$ cat config.mk
export PLATFORM = sky130hd
export DESIGN_NAME = cif_frontend
export DESIGN_NICKNAME = d
export VERILOG_FILES = /design/src/cif_pkg.sv /design/src/cif_filter.sv /design/src/cif_frontend.sv
export VERILOG_INCLUDE_DIRS = /design/src
export SDC_FILE = /design/constraint.sdc
export NUM_CORES = 1
export LEC_CHECK = 0
export CORE_AREA = 2 2 223 203
export CTS_CLUSTER_DIAMETER = 80
export DETAILED_ROUTE_END_ITERATION = 8
export DIE_AREA = 0 0 225 205
export DONT_BUFFER_PORTS = 1
export PLACE_DENSITY = 0.68
export SLEW_MARGIN = 20
export SYNTH_ARGS = -nofsm -noshare
export SYNTH_HDL_FRONTEND = slang
export SYNTH_HIERARCHICAL = 1
export SYNTH_SLANG_ARGS = --single-unit
$ cat constraint.sdc
create_clock -name sys_clk -period 3.35 [get_ports sys_clk]
set_input_delay 0.335 -clock sys_clk [delete_from_list [all_inputs] [get_ports sys_clk]]
set_output_delay 0.335 -clock sys_clk [all_outputs]
set_load 0.05 [all_outputs]
$ cat src/cif_defines.svh
// Constants for the counter input front end.
`ifndef CIF_DEFINES_SVH
`define CIF_DEFINES_SVH
`define CIF_CLK_KHZ 50000
`define CIF_DLY_005_US 50
`define CIF_DLY_010_US 100
`define CIF_DLY_040_US 400
`define CIF_DLY_160_US 1600
`define CIF_DLY_320_US 3200
`define CIF_DLY_1280_US 12800
`define CIF_DLY_2000_US 20000
`define CIF_US_CYC(us) (((us) * 50000 + 999) / 1000)
`define CIF_CNT_W 20
`define CIF_SEL_NONE 3'h0
`define CIF_SEL_DEFAULT 3'h5
`define CIF_ADDR_FILT 12'h000
`define CIF_ADDR_MODE 12'h004
`define CIF_ADDR_AUX 12'h008
`define CIF_ADDR_STAT 12'h00c
`define CIF_ADDR_GPI 12'h010
`define CIF_ADDR_POS 12'h014
`define CIF_ADDR_CLR 12'h018
`define CIF_NUM_IN 8
`define CIF_IN_A 0
`define CIF_IN_B 1
`define CIF_IN_N 2
`define CIF_IN_AUX0 3
`define CIF_IN_AUX1 4
`endif

$ cat src/cif_pkg.sv
// Types shared by the counter input front end.
package cif_pkg;
  typedef enum logic [2:0] {
    CIF_QUAD_N = 3'h0,
    CIF_QUAD = 3'h1,
    CIF_PULSE = 3'h2,
    CIF_PULSE_DIR = 3'h3,
    CIF_UPDOWN = 3'h4
  } cif_mode_type;
  typedef enum logic [1:0] {
    CIF_AUX_PLAIN = 2'h0,
    CIF_AUX_GATE = 2'h1,
    CIF_AUX_SYNC = 2'h2,
    CIF_AUX_CAPTURE = 2'h3
  } cif_aux_type;
  typedef struct packed {
    logic countUp;
    logic countDown;
    logic zeroMark;
    logic gate;
    logic sync;
    logic capture;
  } cif_event_type;
endpackage

$ cat src/cif_filter.sv
// One debounce filter channel with selectable delay.
`timescale 1ns/100ps
`default_nettype none
`include "cif_defines.svh"
module cif_filter (
  // Clock and reset
  input wire logic sys_clk,
  input wire logic rst,
  // Control
  input wire logic [2:0] delaySel,
  // Data
  input wire logic rawIn,
  output logic filtOut
);
  import cif_pkg::*;
  logic [`CIF_CNT_W-1:0] cnt_reg;
  logic filt_reg;
  logic [`CIF_CNT_W-1:0] limit;
  logic differ;
  function automatic logic [`CIF_CNT_W-1:0] cycles(input logic [2:0] sel);
    case (sel)
      3'h1: cycles = `CIF_CNT_W'(`CIF_US_CYC(`CIF_DLY_005_US));
      3'h2: cycles = `CIF_CNT_W'(`CIF_US_CYC(`CIF_DLY_010_US));
      3'h3: cycles = `CIF_CNT_W'(`CIF_US_CYC(`CIF_DLY_040_US));
      3'h4: cycles = `CIF_CNT_W'(`CIF_US_CYC(`CIF_DLY_160_US));
      3'h5: cycles = `CIF_CNT_W'(`CIF_US_CYC(`CIF_DLY_320_US));
      3'h6: cycles = `CIF_CNT_W'(`CIF_US_CYC(`CIF_DLY_1280_US));
      3'h7: cycles = `CIF_CNT_W'(`CIF_US_CYC(`CIF_DLY_2000_US));
      default: cycles = '0;
    endcase
  endfunction
  assign limit = cycles(delaySel);
  assign differ = rawIn != filt_reg;
  assign filtOut = filt_reg;
  // The new level must hold for the whole delay; any bounce restarts the count.
  always_ff @(posedge sys_clk) begin
    if (rst) begin
      cnt_reg <= '0;
      filt_reg <= 1'b0;
    end else if (!differ) begin
      cnt_reg <= '0;
    end else if (delaySel == `CIF_SEL_NONE || cnt_reg + 1'b1 >= limit) begin
      cnt_reg <= '0;
      filt_reg <= rawIn;
    end else begin
      cnt_reg <= cnt_reg + 1'b1;
    end
  end
  chk_filter_hold: assert property (@(posedge sys_clk) disable iff (rst)
    $changed(filt_reg) && delaySel != `CIF_SEL_NONE |-> $past(differ)) else $error("filter changed early");
endmodule // cif_filter
`default_nettype wire

$ cat src/cif_frontend.sv
// Counter input front end: filters, encoder decode, aux routing, APB registers.
//
// Chosen here: the APB slave port and the register offsets.
`timescale 1ns/100ps
`default_nettype none
`include "cif_defines.svh"
////////////////////////////////////////////////////////////////////////////////
// Contract
// - Delay filter selects none through 20 ms.
// - Reset or unset filter gives 3.2 ms. Here only reset loads 3.2 ms; a select of 0 gives no filter.
// - Quadrature A/B plus zero mark N.
// - Quadrature A/B, zero mark ignored.
// - Count pulses on A, B ignored.
// - Pulses on A, direction from B.
// - A counts up, B counts down.
// - Two aux inputs: gate, sync or capture.
// - Unassigned aux input state reported to software.
// - Unused inputs readable as general inputs.
module cif_frontend (
  // Clock and reset
  input wire logic sys_clk,
  input wire logic rst,
  // Raw digital inputs
  input wire logic [`CIF_NUM_IN-1:0] rawIn,
  // APB slave
  input wire logic psel,
  input wire logic penable,
  input wire logic pwrite,
  input wire logic [11:0] paddr,
  input wire logic [31:0] pwdata,
  output logic [31:0] prdata,
  output logic pready,
  output logic pslverr,
  // Decoded events to the counter core
  output cif_pkg::cif_event_type evt
);
  import cif_pkg::*;
  ////////////////////////////////////////////////////////////////////////////////
  logic [2:0] filtSel_reg;
  logic [2:0] mode_reg;
  logic [1:0] aux0Fn_reg;
  logic [1:0] aux1Fn_reg;
  logic [31:0] pos_reg;
  logic [31:0] capt_reg;
  logic [`CIF_NUM_IN-1:0] prev_reg;
  cif_event_type evt_reg;
  logic [31:0] prdata_reg;
  logic pready_reg;
  logic pslverr_reg;
  logic [`CIF_NUM_IN-1:0] filt;
  logic [2:0] useSel;
  ////////////////////////////////////////////////////////////////////////////////
  // Setting 0 in the select field already means no filter, so reset loads 3.2 ms.
  assign useSel = filtSel_reg;
  genvar gi;
  generate
    for (gi = 0; gi < `CIF_NUM_IN; gi++) begin : gFilt
      cif_filter uFilt (
        .sys_clk(sys_clk),
        .rst(rst),
        .delaySel(useSel),
        .rawIn(rawIn[gi]),
        .filtOut(filt[gi])
      );
    end
  endgenerate
  ////////////////////////////////////////////////////////////////////////////////
  wire a = filt[`CIF_IN_A];
  wire b = filt[`CIF_IN_B];
  wire n = filt[`CIF_IN_N];
  wire pa = prev_reg[`CIF_IN_A];
  wire pb = prev_reg[`CIF_IN_B];
  wire pn = prev_reg[`CIF_IN_N];
  wire aRise = a & ~pa;
  wire bRise = b & ~pb;
  wire aEdge = a ^ pa;
  wire bEdge = b ^ pb;
  // Quadrature: A leading B by 90 degrees counts up; one step per edge.
  wire quadUp = (aEdge & (a ^ b)) | (bEdge & ~(a ^ b));
  wire quadDn = (aEdge & ~(a ^ b)) | (bEdge & (a ^ b));
  wire quadOk = ~(aEdge & bEdge);
  wire isQuad = mode_reg == CIF_QUAD_N || mode_reg == CIF_QUAD;
  wire upNext = isQuad ? quadUp & quadOk :
    (mode_reg == CIF_PULSE) ? aRise :
    (mode_reg == CIF_PULSE_DIR) ? aRise & ~b :
    (mode_reg == CIF_UPDOWN) ? aRise & ~bRise : 1'b0;
  wire dnNext = isQuad ? quadDn & quadOk :
    (mode_reg == CIF_PULSE_DIR) ? aRise & b :
    (mode_reg == CIF_UPDOWN) ? bRise & ~aRise : 1'b0;
  wire zeroNext = (mode_reg == CIF_QUAD_N) & n & ~pn;
  wire x0 = filt[`CIF_IN_AUX0];
  wire x1 = filt[`CIF_IN_AUX1];
  wire x0Rise = x0 & ~prev_reg[`CIF_IN_AUX0];
  wire x1Rise = x1 & ~prev_reg[`CIF_IN_AUX1];
  // A gate with no aux input assigned is held open.
  wire gateNext = ~((aux0Fn_reg == CIF_AUX_GATE) & ~x0) & ~((aux1Fn_reg == CIF_AUX_GATE) & ~x1);
  wire syncNext = ((aux0Fn_reg == CIF_AUX_SYNC) & x0Rise) | ((aux1Fn_reg == CIF_AUX_SYNC) & x1Rise);
  wire captNext = ((aux0Fn_reg == CIF_AUX_CAPTURE) & x0Rise) | ((aux1Fn_reg == CIF_AUX_CAPTURE) & x1Rise);
  wire posStep = gateNext & (upNext | dnNext);
  ////////////////////////////////////////////////////////////////////////////////
  // Inputs not serving the chosen encoder type or an aux function read as plain inputs.
  wire [`CIF_NUM_IN-1:0] usedMask = {{(`CIF_NUM_IN-5){1'b0}},
    aux1Fn_reg != CIF_AUX_PLAIN, aux0Fn_reg != CIF_AUX_PLAIN,
    mode_reg == CIF_QUAD_N,
    mode_reg != CIF_PULSE, 1'b1};
  wire [31:0] gpiWord = 32'(filt & ~usedMask);
  wire [31:0] statWord = {26'h0, x1, x0, n, b, a, gateNext};
  wire setup = psel & ~penable;
  wire wrTake = psel & penable & pwrite & pready_reg;
  wire addrOk = paddr == `CIF_ADDR_FILT || paddr == `CIF_ADDR_MODE || paddr == `CIF_ADDR_AUX ||
    paddr == `CIF_ADDR_STAT || paddr == `CIF_ADDR_GPI || paddr == `CIF_ADDR_POS || paddr == `CIF_ADDR_CLR;
  wire modeOk = pwdata[2:0] <= 3'(CIF_UPDOWN);
  wire [31:0] rdNext = (paddr == `CIF_ADDR_FILT) ? {29'h0, filtSel_reg} :
    (paddr == `CIF_ADDR_MODE) ? {29'h0, mode_reg} :
    (paddr == `CIF_ADDR_AUX) ? {28'h0, aux1Fn_reg, aux0Fn_reg} :
    (paddr == `CIF_ADDR_STAT) ? statWord :
    (paddr == `CIF_ADDR_GPI) ? gpiWord :
    (paddr == `CIF_ADDR_POS) ? pos_reg :
    (paddr == `CIF_ADDR_CLR) ? capt_reg : 32'h0;
  ////////////////////////////////////////////////////////////////////////////////
  // APB answers one cycle after setup; pready pulses for one access cycle.
  always_ff @(posedge sys_clk) begin
    if (rst) begin
      pready_reg <= 1'b0;
      pslverr_reg <= 1'b0;
      prdata_reg <= 32'h0;
    end else begin
      pready_reg <= setup;
      pslverr_reg <= setup & ~addrOk;
      prdata_reg <= (setup & ~pwrite) ? rdNext : 32'h0;
    end
  end
  always_ff @(posedge sys_clk) begin
    if (rst) begin
      filtSel_reg <= `CIF_SEL_DEFAULT;
      mode_reg <= 3'(CIF_QUAD_N);
      aux0Fn_reg <= CIF_AUX_PLAIN;
      aux1Fn_reg <= CIF_AUX_PLAIN;
    end else if (wrTake) begin
      if (paddr == `CIF_ADDR_FILT) filtSel_reg <= pwdata[2:0];
      if (paddr == `CIF_ADDR_MODE && modeOk) mode_reg <= pwdata[2:0];
      if (paddr == `CIF_ADDR_AUX) begin
        aux0Fn_reg <= pwdata[1:0];
        aux1Fn_reg <= pwdata[3:2];
      end
    end
  end
  always_ff @(posedge sys_clk) begin
    if (rst) begin
      prev_reg <= '0;
      evt_reg <= '0;
      pos_reg <= 32'h0;
      capt_reg <= 32'h0;
    end else begin
      prev_reg <= filt;
      evt_reg <= '{countUp: upNext & gateNext, countDown: dnNext & gateNext, zeroMark: zeroNext,
        gate: gateNext, sync: syncNext, capture: captNext};
      if (syncNext) pos_reg <= 32'h0;
      else if (posStep) pos_reg <= upNext ? pos_reg + 32'h1 : pos_reg - 32'h1;
      if (captNext) capt_reg <= pos_reg;
    end
  end
  assign prdata = prdata_reg;
  assign pready = pready_reg;
  assign pslverr = pslverr_reg;
  assign evt = evt_reg;
  ////////////////////////////////////////////////////////////////////////////////
  chk_reset_delay: assert property (@(posedge sys_clk) rst |=> filtSel_reg == `CIF_SEL_DEFAULT)
    else $error("default delay not set");
  chk_quad_nozero: assert property (@(posedge sys_clk) disable iff (rst)
    mode_reg == CIF_QUAD |-> ##1 !evt.zeroMark) else $error("zero mark in mode without N");
  chk_zero_mark: assert property (@(posedge sys_clk) disable iff (rst)
    mode_reg == CIF_QUAD_N && n && !pn |=> evt.zeroMark) else $error("zero mark lost");
  chk_pulse_up: assert property (@(posedge sys_clk) disable iff (rst)
    mode_reg == CIF_PULSE && aRise && gateNext |=> evt.countUp && !evt.countDown) else $error("pulse miss");
  chk_dir_level: assert property (@(posedge sys_clk) disable iff (rst)
    mode_reg == CIF_PULSE_DIR && aRise && b && gateNext |=> evt.countDown) else $error("dir wrong");
  chk_updown_b: assert property (@(posedge sys_clk) disable iff (rst)
    mode_reg == CIF_UPDOWN && bRise && !aRise && gateNext |=> evt.countDown) else $error("down miss");
  chk_gate_closed: assert property (@(posedge sys_clk) disable iff (rst)
    aux0Fn_reg == CIF_AUX_GATE && !x0 |=> !evt.gate && !evt.countUp) else $error("gate ignored");
  chk_apb_answer: assert property (@(posedge sys_clk) disable iff (rst)
    setup |=> pready ##1 !pready) else $error("apb answer late");
  chk_gpi_free: assert property (@(posedge sys_clk) disable iff (rst)
    aux0Fn_reg == CIF_AUX_PLAIN |-> gpiWord[`CIF_IN_AUX0] == x0) else $error("gpi masked");
  cov_quad_up: cover property (@(posedge sys_clk) disable iff (rst) isQuad && evt.countUp);
  cov_capture: cover property (@(posedge sys_clk) disable iff (rst) evt.capture);
  cov_sync: cover property (@(posedge sys_clk) disable iff (rst) evt.sync);
endmodule // cif_frontend
`default_nettype wire

# Word level (Yosys, flattened, before mapping)
# Cells that the tools add are included.
[word_totals] regBits=287 input_bits=57 out_inout_bits=40 word_cells=216
[op_classes] addsub=10 n_lt_le_gt_ge=9 n_eq_ne=32 n_mux=16 n_bitwise=69 reduce_logical=45
[op_table] cell="adder 20 x 1 -> 20 bit (second input constant)" count=8
[op_table] cell=">= comparator 20 bit" count=8
[op_table] cell="case mux 20 bit (7 select lines)" count=1
[op_table] cell="2-to-1 mux 32 bit" count=4
[op_table] cell="== test 12 x 5 -> 1 bit (second input constant)" count=3
[op_table] cell="bitwise AND 1 bit" count=33
[op_table] cell="adder 32 x 1 -> 32 bit (second input constant)" count=1
[op_table] cell="bitwise AND 8 x 32 -> 32 bit" count=1
[op_table] cell="NOT 5 -> 32 bit" count=1
[op_table] cell="subtractor 32 x 1 -> 32 bit (second input constant)" count=1
[op_table] cell="NOT 1 bit" count=26
[op_table] cell="== test 12 x 4 -> 1 bit (second input constant)" count=2
[op_table] cell="OR reduction 3 bit" count=8
[op_table] cell="AND reduction 2 bit" count=11
[op_table] cell="== test 3 bit (second input constant)" count=5
[op_table] cell="logical OR 1 bit" count=15
[op_table] cell="== test 12 x 3 -> 1 bit (second input constant)" count=1
[op_table] cell="== test 3 x 2 -> 1 bit (second input constant)" count=4
[op_table] cell="logical NOT 12 bit" count=1
[op_table] cell="== test 2 bit (second input constant)" count=4
[op_table] cell="!= test 1 bit" count=8
[op_table] cell="2-to-1 mux 1 bit" count=7
[op_table] cell="== test 3 x 1 -> 1 bit (second input constant)" count=2
[op_table] cell="logical NOT 3 bit" count=2
[op_table] cell="other kinds (14)" count=24

# Depth between registers and ports, before layout
[depth] word_depth=10 mapped_depth=14 mapped_depth_nobuf=13

# Modules after synthesis
# Netlist, hierarchy kept.
[modules_own_cells] mod="cif_filter (gFilt[0].uFilt ...)" instances=7 cells_per_inst=166 area_each_um2=1445.1 seq_area_each_um2=420.4
[modules_own_cells] mod="cif_frontend" instances=1 cells_per_inst=769 area_each_um2=6149.6 seq_area_each_um2=2382.3
[modules_own_cells] mod="cif_filter (gFilt[5].uFilt)" instances=1 cells_per_inst=167 area_each_um2=1451.4 seq_area_each_um2=420.4

# Worst setup path after synthesis
# Ideal clock, no wire load.
[synth_timing] kind="register to register" start="reg gFilt[1].uFilt.filt_reg" end="reg pos_reg[26]" setup_time_ns=0.067 arrival_time_ns=3.615 required_ns=3.283 setup_slack_ns=-0.332 path_stages_with_launch=14 n_path_buf=1 synth_period_minus_slack_ns=3.682 path_cell_list="dfxtp_1 -> ha_1 -> nor4b_1 -> mux2i_1 -> nand2_1 -> buf_1 -> xnor2_1 -> ha_1 -> and4_1 -> nand4_1 -> a2111oi_4 -> or4b_1 -> a21o_1 -> a21oi_2"
[synth_between] elab_chain_len=9 word_cells_on_any_way=30 classes_between="mux (8); bitwise (22)"
[synth_rtl] item="start, declared" line="cif_filter.sv:17" rtl="logic filt_reg;"
[synth_rtl] item="start signal, assigned" line="cif_filter.sv:44" rtl="filt_reg <= rawIn;"
[synth_rtl] item="bitwise AND 1 bit" line="cif_frontend.sv:75" rtl="wire bRise = b & ~pb;"
[synth_rtl] item="NOT 1 bit" line="cif_frontend.sv:86" rtl="(mode_reg == CIF_UPDOWN) ? aRise & ~bRise : 1'b0;"
[synth_rtl] item="bitwise AND 1 bit" line="cif_frontend.sv:86"
[synth_rtl] item="2-to-1 mux 1 bit" line="cif_frontend.sv:86"
[synth_rtl] item="2-to-1 mux 1 bit" line="cif_frontend.sv:85" rtl="(mode_reg == CIF_PULSE_DIR) ? aRise & ~b :"
[synth_rtl] item="2-to-1 mux 1 bit" line="cif_frontend.sv:84" rtl="(mode_reg == CIF_PULSE) ? aRise :"
[synth_rtl] item="2-to-1 mux 1 bit" line="cif_frontend.sv:83" rtl="wire upNext = isQuad ? quadUp & quadOk :"
[synth_rtl] item="bitwise OR 1 bit" line="cif_frontend.sv:99" rtl="wire posStep = gateNext & (upNext | dnNext);"
[synth_rtl] item="bitwise AND 1 bit" line="cif_frontend.sv:99"
[synth_rtl] item="end signal, assigned" line="cif_frontend.sv:159" rtl="else if (posStep) pos_reg <= upNext ? pos_reg + 32'h1 : pos_reg - 32'h1;"
[synth_rtl] item="end, declared" line="cif_frontend.sv:43" rtl="logic [31:0] pos_reg;"
# Several ways; a longest one is shown, not always the timed one.
# A chain may end at the register's enable or synchronous reset.

# Worst setup path in the final report
[layout_timing] start="reg gFilt[2].uFilt.cnt_reg[3]" end="reg gFilt[2].uFilt.cnt_reg[10]"
[layout_between] elab_chain_len=4
[layout_rtl] item="start, declared" line="cif_filter.sv:16" rtl="logic [`CIF_CNT_W-1:0] cnt_reg;"
[layout_rtl] item="start signal, assigned" line="cif_filter.sv:46" rtl="cnt_reg <= cnt_reg + 1'b1;"
[layout_rtl] item="adder 20 x 1 -> 20 bit (*)" line="cif_filter.sv:42, cif_filter.sv:46"
[layout_rtl] item=">= comparator 20 bit" line="cif_filter.sv:42" rtl="end else if (delaySel == `CIF_SEL_NONE || cnt_reg + 1'b1 >= limit) begin"
[layout_rtl] item="logical OR 1 bit" line="cif_filter.sv:42"
[layout_rtl] item="OR reduction 3 bit (no line)"
# Mark *: on every way between the ends. The rest lies on a longest branch, timed or not.

==> results by group <==
Cells and area
  • Core Util, Final: 47.0%
  • Multi-input logic area: 11600 um^2
  • Nets@finish: 2388
  • Area growth from synthesis to layout: 16.0%
  • Sequential Area: 5760 um^2
  • Max FFs per register: 160
  • Share of layout cells above drive strength 1: 12.5%
  • Filler cells: just over 4000

Floorplan
  • Starting Density: between 40% and 50%
  • Core area: between 40000 and 50000 um^2
  • Die Wd: between 200 and 250 um
  • Die H: slightly above 200 um
  • Die ar.: 46100 um^2
  • Ports: slightly below 100
  • # rows: 73

Pwr
  • PwrDens: 353 nW/um^2
  • Leak Pwr: 8.22 nW
  • Peak VDD IR: 354 uV
  • Gate power share: 2.3%
  • P_sw: between 0.0015 and 0.002 W
  • Sequential share of power: between 40% and 50%
  • Switching part of the total: 21.6%
  • P_int: ~0.0057 W
  • Clk pwr share: between 50 and 60%

Synth
  • Post-Syn Nets: around 2300
  • Area contributors post-synth: dfxtp_1 32%, ha_1 11%, xnor2_1 5.8%
  • Synth Instances: 2098
  • Ys async rst share: 0%
  • Syn avg cell area: 8.44 um^2
  • Cell taking the most area after synthesis: dfxtp_1
  • Synth Warn #: 6
  • Post-synth top cells: 287 x dfxtp_1, 215 x nand2_1, 155 x ha_1
  • Synth Flop Type: dfxtp_1
  • Most frequent cell after synthesis: dfxtp_1
  • Netlist cell types: 72
  • Synthesized area: 17700 um^2
  • Yosys top cell area share: 32.4%
  • Post-synth EDFFs: 0
  • Yosys reg bits: 287
  • Sequential fraction of the synthesis area: ~32%

CTS
  • Clock transition at the registers of the reported paths: ~0.06 ns
  • Clock buffer depth: 3
  • Total CTS buffers: 31
  • Clk sinks: 287
  • Clock Tree Root: clkbuf_16
  • H-tree depth: 1
  • Skew-Pair Late Insertion Delay: 0.59 ns
  • CTS tree: done

STA
  • Period Utilization, post-route: 97.7%
  • Slew @ Worst Pin: around 0.77 ns
  • WHS: 0.0197 ns
  • Final-report hold violation count: 0
  • Maximum clock rate: 306 MHz
  • Final setup violation count: 0
  • Slew headroom: 47.9%
  • Final worst-path setup slack: 0.0770 ns
  • Slew Viols, Final: 0
  • Skew final: 0.0209 ns
  • Fin crit period: around 3.3 ns

Run
  • Max-Cap Viols: 0

Place
  • Setup WS pre-CTS: 0.0291 ns
  • Global placer's final weighted congestion: 0.872
  • DP HPWL: 33400 um
  • IO Port Bufs: 0

Worst setup path
  • RR Startpoint: gFilt[2].uFilt/cnt_reg[3]
  • FF-to-FF setup slack: around 0.077 ns
  • Reg2reg path depth: 12
  • CP most frequent cell: nand4_1
  • CP max stage cell: or4b_1
  • Worst path max stage delay: 0.52 ns
  • CP required: 3.82 ns
  • Reg-to-Reg End: gFilt[2].uFilt/cnt_reg[10]
  • Crit Path Class: reg -> reg
  • CP Max Fanout: 10
  • Critical path endpoint category: flop
  • Worst path cell trace: and4_1 > nand4_1 > buf_4 > nor4_2 > xor2_1 > ha_1 > nand4_1 > or4b_1 > a311o_1 > o2111ai_2 > buf_6 > nor2b_1
  • WP data arrival: 3.74 ns
  • Startpoint types: flop

Global route
  • Largest net degree at the start of global routing: 68
  • Vias in the first global route: 15100
  • Total gr overflow: 0
  • Initial antenna violation count: 1
  • Total GRT Usage: between 10% and 20%
  • First-pass GRT wire length: approximately 75000 um

Routing
  • Total number of vias: approximately 16000
  • Post-DRT Antenna Nets: 0
  • DR iter-0 viols: 1205
  • Routed WL: about 47000 um
  • TritonRoute pass-1 iters: 6
  • Vias per cell: around 5.7
  • DR WL/cell: 17.1 um
  • Drt drc: 0

Hold path
  • HP Start: penable
  • Hold crit path type: in -> reg
  • Sink of the worst hold path: pready
  • Worst Hold Depth: 3

Run status
  • Outcome: complete, no violations
area by class of cell:
cell class                 instances  area share (%)
multi-input combinational       1663            56.5
tap                              562            3.42
antenna                            4          0.0487
timing repair buffer             145            5.94
clock buffer                      44            4.26
sequential                       287            28.0
inverter                          48           0.877
clock inverter                    13           0.968
what timing repair did:
action | in CTS | in global routing
gates resized for setup | 1 | 46
setup buffers | 0 | 16
pin swaps | 0 | 15
cloned | 0 | 3
hold buffers | 17 | 0
endpoints found under the setup margin | 2 | 171
endpoints found under the hold margin | 63 | 0
critical path, delay by kind of cell (launching register included):
kind | cells | cell delay (ns)
buffers and inverters | 2 | 0.37
AND/OR/NAND/NOR | 6 | 1.44
flip-flops | 1 | 0.38
adder cells (fa/ha/maj) | 1 | 0.32
XOR/XNOR | 1 | 0.15
AO/OA/AOI/OAI | 2 | 0.49
logic make-up (layout without fill, tap and decap cells):
logic type | count (synthesis) | in the layout | synth area share (%)
DFF | 287 | 287 | 32.4
AOI/OAI and AO/OA | 343 | 344 | 13.4
other | 0 | 4 | 0
muxes | 49 | 49 | 2.95
xor gates and xnor gates | 161 | 161 | 8.00
buffers and inverters | 149 | 250 | 3.63
adders and majority gates | 155 | 155 | 10.9
and+or+nand+nor | 954 | 954 | 28.6
worst max path at each step:
stage | start | endpoint | slack (ns) | cells past startpoint
6_report | gFilt[2].uFilt/cnt_reg[3] | gFilt[2].uFilt/cnt_reg[10] | 0.08 | 12
5_1_grt | gFilt[2].uFilt/cnt_reg[3] | gFilt[2].uFilt/cnt_reg[10] | -0.04 | 12
4_1_cts | prev_reg[0] | pos_reg[26] | 0.02 | 13
3_5_place_dp | gFilt[5].uFilt/cnt_reg[2] | gFilt[5].uFilt/cnt_reg[10] | 0.03 | 10
3_3_place_gp | prev_reg[0] | pos_reg[26] | 0.11 | 13
2_1_floorplan | gFilt[1].uFilt/filtOut | pos_reg[26] | 0.007 | 13
per-stage QoR:
step	setup TNS (ns)	instances	instance area, um^2	total power, W
3_3_place_gp	0	2669	18900	0.00363
5_1_grt	-0.494	2762	20500	0.00748
3_5_place_dp	0	2669	18900	0.00364
4_1_cts	0	2743	20200	0.00732
6_report	0	2766	20500	0.00725
2_1_floorplan	0	2098	17700	0.00361
placed cells by master (no fill, tap or decap), types with 25 or more instances in the layout:
cell	synthesis	final
a21oi_1	137	137
o21ai_0	35	35
buf_4	0	118
nand2_1	215	215
nor2b_1	139	139
clkbuf_16	0	31
nor2_1	146	145
ha_1	155	151
and3_1	30	29
nor3_1	49	38
xnor2_1	118	118
nand3_1	106	106
a22oi_1	26	25
xor2_1	42	42
or3_1	33	33
inv_1	48	48
and4_1	41	39
mux2i_1	43	42
nand2b_1	35	35
dfxtp_1	287	280
nand4_1	62	62
power by group through the flow:
stage | Clock (W) | Combinational [W] | Sequential, W
after floorplan | 0 | 0.0000934 | 0.00352
after global placement | 0 | 0.000113 | 0.00352
after detailed placement | 0 | 0.000115 | 0.00352
after CTS | 0.00372 | 0.000155 | 0.00344
after global routing | 0.00386 | 0.000177 | 0.00345
final | 0.00364 | 0.000165 | 0.00345
routing by layer:
layer / vias up / share of wire (%) / wire length, um / track usage, %
li1: 7712 / - / - / -
met2: 414 / 47 / 22300 / 34.1
met1: 7551 / 45 / 21100 / 25.1
met5: - / 0 / 0 / 0
met3: 103 / 5.0 / 2350 / 3.03
met4: 0 / 3.4 / 1630 / 6.98
Note: power is estimated with default switching activity, not from simulation.
